$ cat config.mk
export PLATFORM = sky130hd
export DESIGN_NAME = pwtr_power_task_event
export DESIGN_NICKNAME = d
export VERILOG_FILES = /design/src/pwtr_pkg.sv /design/src/pwtr_reg_if.sv /design/src/pwtr_avmm_slv.sv /design/src/pwtr_evt_regs.sv /design/src/pwtr_power_task_event.sv
export SDC_FILE = /design/constraint.sdc
export NUM_CORES = 1
export LEC_CHECK = 0
export BUFFER_PORTS_ARGS = -buffer_cell sky130_fd_sc_hd__buf_2
export CELL_PAD_IN_SITES_DETAIL_PLACEMENT = 0
export CELL_PAD_IN_SITES_GLOBAL_PLACEMENT = 2
export CORE_MARGIN = 3
export CORE_UTILIZATION = 20
export CTS_BUF_LIST = sky130_fd_sc_hd__clkbuf_4
export DETAILED_ROUTE_END_ITERATION = 8
export GPL_TIMING_DRIVEN = 1
export MAX_ROUTING_LAYER = met4
export PLACE_DENSITY = 0.89
export SETUP_SLACK_MARGIN = 0.05
export SYNTH_ARGS = -nofsm -noshare
export SYNTH_HDL_FRONTEND = slang
export SYNTH_SLANG_ARGS = --single-unit
$ cat constraint.sdc
create_clock -name ref_clk_i -period 4.7 [get_ports ref_clk_i]
set_input_delay 0.705 -clock ref_clk_i [delete_from_list [all_inputs] [get_ports ref_clk_i]]
set_output_delay 0.705 -clock ref_clk_i [all_outputs]
set_load 0.01 [all_outputs]
$ cat src/pwtr_pkg.sv
// Operation
// - writing 1 to task_constant_latency bit 0 selects constant-latency mode; write-only, resets 0
// - writing 1 to task_low_power bit 0 selects low-power variable-latency mode; write-only
// - cpu entering sleep sets event_cpu_sleep_entry bit 0
// - cpu leaving sleep sets event_cpu_sleep_wake bit 0; reads 0/1, software writable
// - power-fail warning sets event_power_fail_warning bit 0; readable, writable, interrupt source
// - writing 1 to interrupt_enable_set bits 0..2 enables matching event interrupt
// - writing 1 to interrupt_enable_clear bits 0..2 disables matching event interrupt
// - both enable registers read back the shared enable state
package pwtr_pkg;

	// ==========================================
	// bus geometry
	localparam int ADDR_W = 12;
	localparam int DATA_W = 32;
	localparam int BE_W = 4;

	// ==========================================
	// register byte offsets
	localparam logic [ADDR_W-1:0] OFS_TASK_CONST_LAT = 12'h078;
	localparam logic [ADDR_W-1:0] OFS_TASK_LOW_POWER = 12'h07c;
	localparam logic [ADDR_W-1:0] OFS_EVT_POWER_FAIL = 12'h108;
	localparam logic [ADDR_W-1:0] OFS_EVT_SLEEP_ENTRY = 12'h114;
	localparam logic [ADDR_W-1:0] OFS_EVT_SLEEP_WAKE = 12'h118;
	localparam logic [ADDR_W-1:0] OFS_INT_EN_SET = 12'h304;
	localparam logic [ADDR_W-1:0] OFS_INT_EN_CLR = 12'h308;

	// ==========================================
	// fields and reset values
	localparam int TASK_BIT = 0;
	localparam int FLAG_BIT = 0;
	localparam int BE_LANE0 = 0;
	localparam int EVT_PFW = 0;
	localparam int EVT_ENTRY = 1;
	localparam int EVT_WAKE = 2;
	localparam int EVT_N = 3;
	localparam logic [DATA_W-1:0] RD_ZERO = 32'h0000_0000;

	// ==========================================
	// operating mode
	typedef enum logic [1:0] {
		PWTR_MODE_LOW_POWER = 2'b01,
		PWTR_MODE_CONST_LAT = 2'b10
	} pwtr_mode_t;

	localparam pwtr_mode_t MODE_RESET = PWTR_MODE_LOW_POWER;

	// ==========================================
	// decoding
	function automatic logic [EVT_N-1:0] pwtr_evt_sel(input logic [ADDR_W-1:0] a);
		logic [EVT_N-1:0] s;
		s = '0;
		s[EVT_PFW] = (a == OFS_EVT_POWER_FAIL);
		s[EVT_ENTRY] = (a == OFS_EVT_SLEEP_ENTRY);
		s[EVT_WAKE] = (a == OFS_EVT_SLEEP_WAKE);
		return s;
	endfunction

	function automatic logic pwtr_en_sel(input logic [ADDR_W-1:0] a);
		return (a == OFS_INT_EN_SET) || (a == OFS_INT_EN_CLR);
	endfunction

endpackage

$ cat src/pwtr_reg_if.sv
// ==========================================
// register access between bus slave and register logic
interface pwtr_reg_if;
	logic wr_stb;
	logic [pwtr_pkg::ADDR_W-1:0] addr;
	logic [pwtr_pkg::DATA_W-1:0] wdata;
	logic [pwtr_pkg::DATA_W-1:0] rdata;

	modport slv(output wr_stb, output addr, output wdata, input rdata);
	modport core(input wr_stb, input addr, input wdata, output rdata);
endinterface
$ cat src/pwtr_avmm_slv.sv
// ==========================================
// avalon-mm slave, one wait state per access
module pwtr_avmm_slv #(
	parameter int DATA_W = pwtr_pkg::DATA_W
) (
	// clock and control
	input wire logic ref_clk_i,
	input wire logic srst_i,
	input wire logic ce_i,
	// avalon-mm
	input wire logic [pwtr_pkg::ADDR_W-1:0] avs_address_i,
	input wire logic avs_read_i,
	input wire logic avs_write_i,
	input wire logic [DATA_W-1:0] avs_writedata_i,
	input wire logic [pwtr_pkg::BE_W-1:0] avs_byteenable_i,
	output logic avs_waitrequest_o,
	output logic [DATA_W-1:0] avs_readdata_o,
	// register side
	pwtr_reg_if.slv bus
);
	if (DATA_W != pwtr_pkg::DATA_W) begin : g_chk
		$error("pwtr_avmm_slv: only 32-bit data is served");
	end

	typedef struct packed {
		logic waitreq;
		logic [DATA_W-1:0] rdata;
	} pwtr_slv_st_t;

	pwtr_slv_st_t st_reg;
	pwtr_slv_st_t st_next;
	logic req;

	// a single wait state keeps read data registered without a combinational path to the bus
	always_comb begin
		st_next = st_reg;
		req = (avs_read_i || avs_write_i) && st_reg.waitreq && ce_i;
		bus.addr = avs_address_i;
		bus.wdata = avs_writedata_i;
		bus.wr_stb = req && avs_write_i && avs_byteenable_i[pwtr_pkg::BE_LANE0];
		if (req) begin
			st_next.waitreq = 1'b0;
			if (avs_read_i) begin
				st_next.rdata = bus.rdata;
			end
		end else begin
			st_next.waitreq = 1'b1;
		end
	end

	always_ff @(posedge ref_clk_i) begin
		if (srst_i) begin
			st_reg <= '{waitreq: 1'b1, rdata: pwtr_pkg::RD_ZERO};
		end else if (ce_i) begin
			st_reg <= st_next;
		end
	end

	assign avs_waitrequest_o = st_reg.waitreq;
	assign avs_readdata_o = st_reg.rdata;
endmodule

$ cat src/pwtr_evt_regs.sv
// ==========================================
// event flags, interrupt enables, interrupt request
module pwtr_evt_regs #(
	parameter int N_EVT = pwtr_pkg::EVT_N
) (
	// clock and control
	input wire logic ref_clk_i,
	input wire logic srst_i,
	input wire logic ce_i,
	// hardware events, one-cycle pulses
	input wire logic [N_EVT-1:0] set_i,
	// register side
	pwtr_reg_if.core bus,
	// state
	output logic [N_EVT-1:0] flags_o,
	output logic [N_EVT-1:0] enable_o,
	output logic irq_o
);
	if (N_EVT != pwtr_pkg::EVT_N) begin : g_chk
		$error("pwtr_evt_regs: event count fixed by the register map");
	end

	typedef struct packed {
		logic [N_EVT-1:0] flag;
		logic [N_EVT-1:0] en;
		logic irq;
	} pwtr_evt_st_t;

	pwtr_evt_st_t st_reg;
	pwtr_evt_st_t st_next;
	logic [N_EVT-1:0] sel;

	always_comb begin
		st_next = st_reg;
		sel = pwtr_pkg::pwtr_evt_sel(bus.addr);
		for (int i = 0; i < N_EVT; i++) begin
			if (bus.wr_stb && sel[i]) begin
				st_next.flag[i] = bus.wdata[pwtr_pkg::FLAG_BIT];
			end
			// hardware set wins over a software clear in the same cycle
			if (set_i[i]) begin
				st_next.flag[i] = 1'b1;
			end
		end
		if (bus.wr_stb && bus.addr == pwtr_pkg::OFS_INT_EN_SET) begin
			st_next.en = st_reg.en | bus.wdata[N_EVT-1:0];
		end
		if (bus.wr_stb && bus.addr == pwtr_pkg::OFS_INT_EN_CLR) begin
			st_next.en = st_reg.en & ~bus.wdata[N_EVT-1:0];
		end
		st_next.irq = |(st_next.flag & st_next.en);
		bus.rdata = pwtr_pkg::RD_ZERO;
		if (|sel) begin
			bus.rdata[pwtr_pkg::FLAG_BIT] = |(sel & st_reg.flag);
		end else if (pwtr_pkg::pwtr_en_sel(bus.addr)) begin
			bus.rdata[N_EVT-1:0] = st_reg.en;
		end
	end

	always_ff @(posedge ref_clk_i) begin
		if (srst_i) begin
			st_reg <= '0;
		end else if (ce_i) begin
			st_reg <= st_next;
		end
	end

	assign flags_o = st_reg.flag;
	assign enable_o = st_reg.en;
	assign irq_o = st_reg.irq;
endmodule

$ cat src/pwtr_power_task_event.sv
// ==========================================
// power control task and event register slice
//
// Chosen here: the Avalon-MM interface to the registers.
module pwtr_power_task_event (
	// clock and control
	input wire logic ref_clk_i,
	input wire logic srst_i,
	input wire logic ce_i,
	// avalon-mm slave
	input wire logic [pwtr_pkg::ADDR_W-1:0] avs_address_i,
	input wire logic avs_read_i,
	input wire logic avs_write_i,
	input wire logic [pwtr_pkg::DATA_W-1:0] avs_writedata_i,
	input wire logic [pwtr_pkg::BE_W-1:0] avs_byteenable_i,
	output logic avs_waitrequest_o,
	output logic [pwtr_pkg::DATA_W-1:0] avs_readdata_o,
	// status from the power unit and cpu
	input wire logic cpu_sleeping_i,
	input wire logic power_fail_warning_i,
	// mode, events, interrupt
	output logic [1:0] mode_o,
	output logic [pwtr_pkg::EVT_N-1:0] event_flags_o,
	output logic [pwtr_pkg::EVT_N-1:0] int_enable_o,
	output logic irq_o
);
	// ==========================================
	// state
	typedef struct packed {
		pwtr_pkg::pwtr_mode_t mode;
		logic sleep_prev;
		logic pfw_prev;
	} pwtr_top_st_t;

	pwtr_top_st_t st_reg;
	pwtr_top_st_t st_next;
	logic [pwtr_pkg::EVT_N-1:0] evt_set;

	pwtr_reg_if bus ();

	pwtr_avmm_slv #(
		.DATA_W(pwtr_pkg::DATA_W)
	) u_slv (
		.ref_clk_i(ref_clk_i),
		.srst_i(srst_i),
		.ce_i(ce_i),
		.avs_address_i(avs_address_i),
		.avs_read_i(avs_read_i),
		.avs_write_i(avs_write_i),
		.avs_writedata_i(avs_writedata_i),
		.avs_byteenable_i(avs_byteenable_i),
		.avs_waitrequest_o(avs_waitrequest_o),
		.avs_readdata_o(avs_readdata_o),
		.bus(bus.slv)
	);

	pwtr_evt_regs #(
		.N_EVT(pwtr_pkg::EVT_N)
	) u_evt (
		.ref_clk_i(ref_clk_i),
		.srst_i(srst_i),
		.ce_i(ce_i),
		.set_i(evt_set),
		.bus(bus.core),
		.flags_o(event_flags_o),
		.enable_o(int_enable_o),
		.irq_o(irq_o)
	);

	// ==========================================
	// tasks and event edges
	// edges come from held levels, so a level that persists never re-raises a cleared flag
	always_comb begin
		st_next = st_reg;
		st_next.sleep_prev = cpu_sleeping_i;
		st_next.pfw_prev = power_fail_warning_i;
		evt_set = '0;
		evt_set[pwtr_pkg::EVT_PFW] = power_fail_warning_i && !st_reg.pfw_prev;
		evt_set[pwtr_pkg::EVT_ENTRY] = cpu_sleeping_i && !st_reg.sleep_prev;
		evt_set[pwtr_pkg::EVT_WAKE] = !cpu_sleeping_i && st_reg.sleep_prev;
		if (bus.wr_stb && bus.wdata[pwtr_pkg::TASK_BIT]) begin
			if (bus.addr == pwtr_pkg::OFS_TASK_CONST_LAT) begin
				st_next.mode = pwtr_pkg::PWTR_MODE_CONST_LAT;
			end else if (bus.addr == pwtr_pkg::OFS_TASK_LOW_POWER) begin
				st_next.mode = pwtr_pkg::PWTR_MODE_LOW_POWER;
			end
		end
	end

	always_ff @(posedge ref_clk_i) begin
		if (srst_i) begin
			st_reg <= '{mode: pwtr_pkg::MODE_RESET, sleep_prev: 1'b0, pfw_prev: 1'b0};
		end else if (ce_i) begin
			st_reg <= st_next;
		end
	end

	assign mode_o = st_reg.mode;
endmodule

# ---- Yosys cells after proc, flatten, opt, wreduce, memory -nomap -nowiden
# Index checks and enable logic that the tools add are counted.
dict set report classes {
  bitwise_logic 5
  n_mux 14
  eq_ne 7
  reduce_logical 24
}
# operator count
set op_table {}
lappend op_table {{$eq A12 B9 Y1 const B} 3}
lappend op_table {{$eq A12 B10 Y1 const B} 2}
lappend op_table {{$eq A12 B7 Y1 const B} 2}
lappend op_table {{$logic_and A1 B1 Y1} 13}
lappend op_table {{$and A3 B3 Y3} 3}
lappend op_table {{$mux W3} 3}
lappend op_table {{$reduce_or A3 Y1} 3}
lappend op_table {{$mux W1} 8}
lappend op_table {{$mux W2} 3}
lappend op_table {{$reduce_and A3 Y1} 2}
lappend op_table {{$logic_not A1 Y1} 3}
lappend op_table {{$not A3 Y3} 1}
lappend op_table {{$or A3 B3 Y3} 1}
lappend op_table {{$logic_or A1 B1 Y1} 2}
lappend op_table {{$reduce_bool A2 Y1} 1}
dict set report word_totals {
  input_bits 55
  out_inout_bits 42
  regBits 15
}

# ---- Depth between registers and ports, before layout
dict set report depth {
  depth_word 10
  mapped_depth 6
  ltp_nobuf 6
}

# ---- Modules after synthesis
# From an unflattened synthesis, not the netlist that was laid out.
dict set report unflattened {
  cells_unflattened 316
  hier_area_um2 2930.3
}
# mod seq_area_each_um2 area_each_um2 instances cells_per_inst
set by_module_without_submodules {}
lappend by_module_without_submodules {pwtr_avmm_slv 660.6 1848.0 1 189}
lappend by_module_without_submodules {pwtr_evt_regs 140.1 834.6 1 104}
lappend by_module_without_submodules {pwtr_power_task_event 80.1 247.7 1 23}

# ---- Least setup slack after synthesis
# Ideal clock, no wire load.
dict set report synth_path {
  kind {in2reg}
  from {in avs_address_i[9] (netlist name)}
  to {reg u_evt.st_reg, in the netlist u_evt.irq_o}
  slack_ns 2.261
  setup_time_ns 0.075
  stages 6
  n_path_buf 0
  t_arrival_ns 2.365
  t_required_ns 4.625
  path_cell_list {or4b_4 > or4_4 > nor2_4 > mux2i_1 > a211o_1 > a31oi_1}
}
dict set report synth_between {
  elab_chain_cells 6
}
# item line_no
set synth_rtl {}
lappend synth_rtl {{from (decl)} pwtr_power_task_event.sv:11} ;# input wire logic [pwtr_pkg::ADDR_W-1:0] avs_address_i,
lappend synth_rtl {{$eq A12 B9 Y1 (tied with other cells)} pwtr_pkg.sv:53} ;# s[EVT_PFW] = (a == OFS_EVT_POWER_FAIL);
lappend synth_rtl {{$logic_and A1 B1 Y1 (on tied branches)} {pwtr_evt_regs.sv:37, pwtr_evt_regs.sv:45}}
lappend synth_rtl {{$mux W1 / $mux W3 (equally long branches)} {pwtr_evt_regs.sv:37, pwtr_evt_regs.sv:45}}
lappend synth_rtl {{$mux W1 / $mux W3 (equally long branches)} {pwtr_evt_regs.sv:41, pwtr_evt_regs.sv:48}}
lappend synth_rtl {{$and A3 B3 Y3 (*)} pwtr_evt_regs.sv:51} ;# st_next.irq = |(st_next.flag & st_next.en);
lappend synth_rtl {{$reduce_or A3 Y1 (*)} pwtr_evt_regs.sv:51}
lappend synth_rtl {{to (signal assigned)} pwtr_evt_regs.sv:64} ;# st_reg <= st_next;
lappend synth_rtl {{to (decl)} pwtr_evt_regs.sv:29} ;# pwtr_evt_st_t st_reg;
# Mark *: on every way between the ends. The rest lies on a longest branch, timed or not.
# A chain may end at the register's enable or synchronous reset.

# ---- Final worst setup path
dict set report layout_path {
  from {in avs_address_i[1] (netlist name)}
  to {reg u_evt.st_reg, in the netlist u_evt.irq_o}
}
# Same word-level chain as after synthesis.

==> metrics.md <==
| Metric | Value |
|---|---|
| Total CTS buffers | `3` |
| VDD IR max | `a little over 0.05 mV` |
| Rows | `25` |
| Most common cell after layout, fill and taps aside | `buf_2` |
| CP Capture Type | `register` |
| Final TNS setup | `0 ns` |
| Die width | `~79 um` |
| Drt pass-1 iters | `4` |
| GR Util All Layers | `8.506%` |
| Pwr Total | `0.0002651 W` |
| Pin count of the biggest net entering global routing | `16` |
| Number of I/O pins | `97` |
| First-pass GRT wire length | `4126 um` |
| Final cell utilization of the core | `24.76%` |
| Final setup vio count | `0` |
| Net Sw Frac | `29.59%` |
| DR vias | `974` |
| Post-synth top flop | `dfxtp_1` |
| Nets@finish | `221` |
| Vias/cell | `4.198` |
| Detail Route Antenna Nets | `0` |
| CTS tree | `built` |
| Hold Crit Class | `register to register` |
| Internal power | `0.0001867 W` |
| Critical register-to-register path startpoint | `u_slv.avs_waitrequest_o` |
| Clk Latency, worst-skew pair | `0.29 ns` |
| Status | `finished clean` |
| EDFF count, synth | `0` |
| Psw | `0.00007846 W` |
| Setup Fix Bufs, Post-CTS | `0` |
| Final Max Tran Viols | `0` |
| Post-detailed-route DRC marker count | `0` |
| Cells after synthesis | `131` |
| Core Area | `4911 sq um` |
| Clock skew | `0.003915 ns` |
| GP Congestion | `0.7397` |
| Synth Cell Area | `approximately 1100 sq um` |
| CP Max Fanout | `5` |
| Hold_sp | `u_slv.avs_readdata_o[2]` |
| Crit share post-route | `between 50% and 60%` |
| GRT overflow | `0` |
| Netlist cell types | `38` |
| Final HPWL from detailed placement | `2199 um` |
| Placed cells | `approximately 230` |
| Area grow syn2layout | `14.49%` |
| Die Area | `6222 sq um` |
| Max Freq | `424.8 MHz` |
| Post-CTS Hold Fix Bufs | `0` |
| CP arrival | `2.58 ns` |
| Asr flop ratio synth | `0%` |
| Num Clock Sinks | `15` |
| Worst Tran Pin Value | `0.5439 ns` |
| H-tree depth | `1` |
| Sequential cell area fraction in the yosys report | `between 20 and 30%` |
| Drt first-iter violations | `44` |
| Port-buffer cells | `35` |
| Final Hold Viols | `0` |
| Yosys top cell by area | `dfxtp_1` |
| Initial antenna violation count | `0` |
| Setup CP Type | `primary input to register` |
| Post-CTS Resized | `0` |
| Antenna Cells | `0` |
| RSZ-0062 raised after global routing | `no` |
| Synth area leaders | `dfxtp_1 28%, buf_4 22%, nand2_1 3.9%` |
| Pleak | `0.5338 nW` |
| Clk buf depth | `2` |
| Sequential share of power | `50.5%` |
| Yosys warns | `0` |
| Fin crit period | `2.354 ns` |
| Worst endpoint required time | `4.92 ns` |
| Comb pwr share | `a little under a fifth` |
| Wirelength, routed | `between 2000 and 3000 um` |
| Drt wl/cell | `11.19 um` |
| Cell Pwr Density | `approximately 220 nW/um^2` |
| Vias in the first global route | `878` |
| Layout cells sized above 1 | `26.67%` |
| #FFs+latches synth | `15` |
| Layout Cells excl Fill | `232` |
| Most frequent cells in the layout | `35 x buf_2, 29 x conb_1, 15 x dfxtp_1` |
| CP Launch Type | `primary input` |
| Clk Tree Root Cell | `clkbuf_4` |
| Clk network pwr share | `30.8%` |
| Crit. Startpoint | `avs_address_i[1]` |
| Initial Util | `21.63%` |
| Clk slew on worst S/H paths | `0.09 ns` |
| Max-cap violation count | `0` |
| Die height | `78.88 um` |
| Yosys top cell area share | `28.27%` |
| Slew headroom | `63.41%` |
| Synthesized area per cell | `8.109 sq um` |
[cell type report]
type	count	area [sq um]
Sequential cell	15	300.3
Timing Repair Buffer	35	175.2
Inverter	4	15.01
Fill cell	570	3695
Multi-Input combinational cell	107	611.8
Clock buffer	4	30.03
Tap cell	67	83.83
[per-layer routing]
layer / global-route usage, % / wire [um] / vias to the layer above
met5: - / 0 / -
met1: 11.53 / 1247 / 438
met3: 1.927 / 192 / 5
met2: 12.65 / 1124 / 41
li1: - / - / 490
met4: 2.577 / 31 / 0
[worst paths after layout]
path / end / slack, ns / cells past startpoint
max: u_evt.irq_o / 2.35 / 6
min: u_slv.avs_readdata_o[2] / 0.45 / 2
max reg2reg: u_evt.irq_o / 2.69 / 6
min reg2reg: u_slv.avs_readdata_o[2] / 0.45 / 2
[power groups by stage]
stage / Clock, W / Combinational (W) / Sequential (W)
finish: 0.0000817 / 0.0000496 / 0.000134
global route: 0.0000883 / 0.0000557 / 0.000135
CTS: 0.0000817 / 0.0000497 / 0.000134
detailed placement: 0 / 0.0000495 / 0.000137
global placement: 0 / 0.0000491 / 0.000137
floorplan: 0 / 0.0000453 / 0.000138
[logic make-up after synthesis]
| kind of cell | Yosys count | share of synthesized area (%) |
|---|---|---|
| and+or+nand+nor | 51 | 29.57 |
| other | 1 | 0.3530 |
| muxes | 3 | 2.827 |
| DFF | 15 | 28.27 |
| AOI/OAI and AO/OA | 24 | 14.96 |
| buffers and inverters | 37 | 24.03 |
[Yosys cell counts, drive strengths merged (3+ instances only)]
cell type and number:
nor4b 3, o21ai 5, nand2 11, dfxtp 15, inv 4, buf 31, mux2i 3, nor4 5
or4b 3, nand3 5, nor2 9, a21oi 6
[critical path, stage by stage]
cell and delay [ns]:
buf_2 0.13, or4b_1 0.59, nor4_1 0.55, a21oi_1 0.18, a211o_1 0.29, a31oi_1 0.14
[stage by stage]
step | worst slack (ns) | instance area (sq um) | hold slack [ns]
2_1_floorplan | 2.261 | 1167 | 0.4455
3_3_place_gp | 2.053 | 1186 | 0.4378
3_5_place_dp | 2.046 | 1186 | 0.4440
4_1_cts | 2.329 | 1216 | 0.4548
5_1_grt | 2.176 | 1216 | 0.4846
6_report | 2.346 | 1216 | 0.4518
Note: power is estimated with default switching activity, not from simulation.
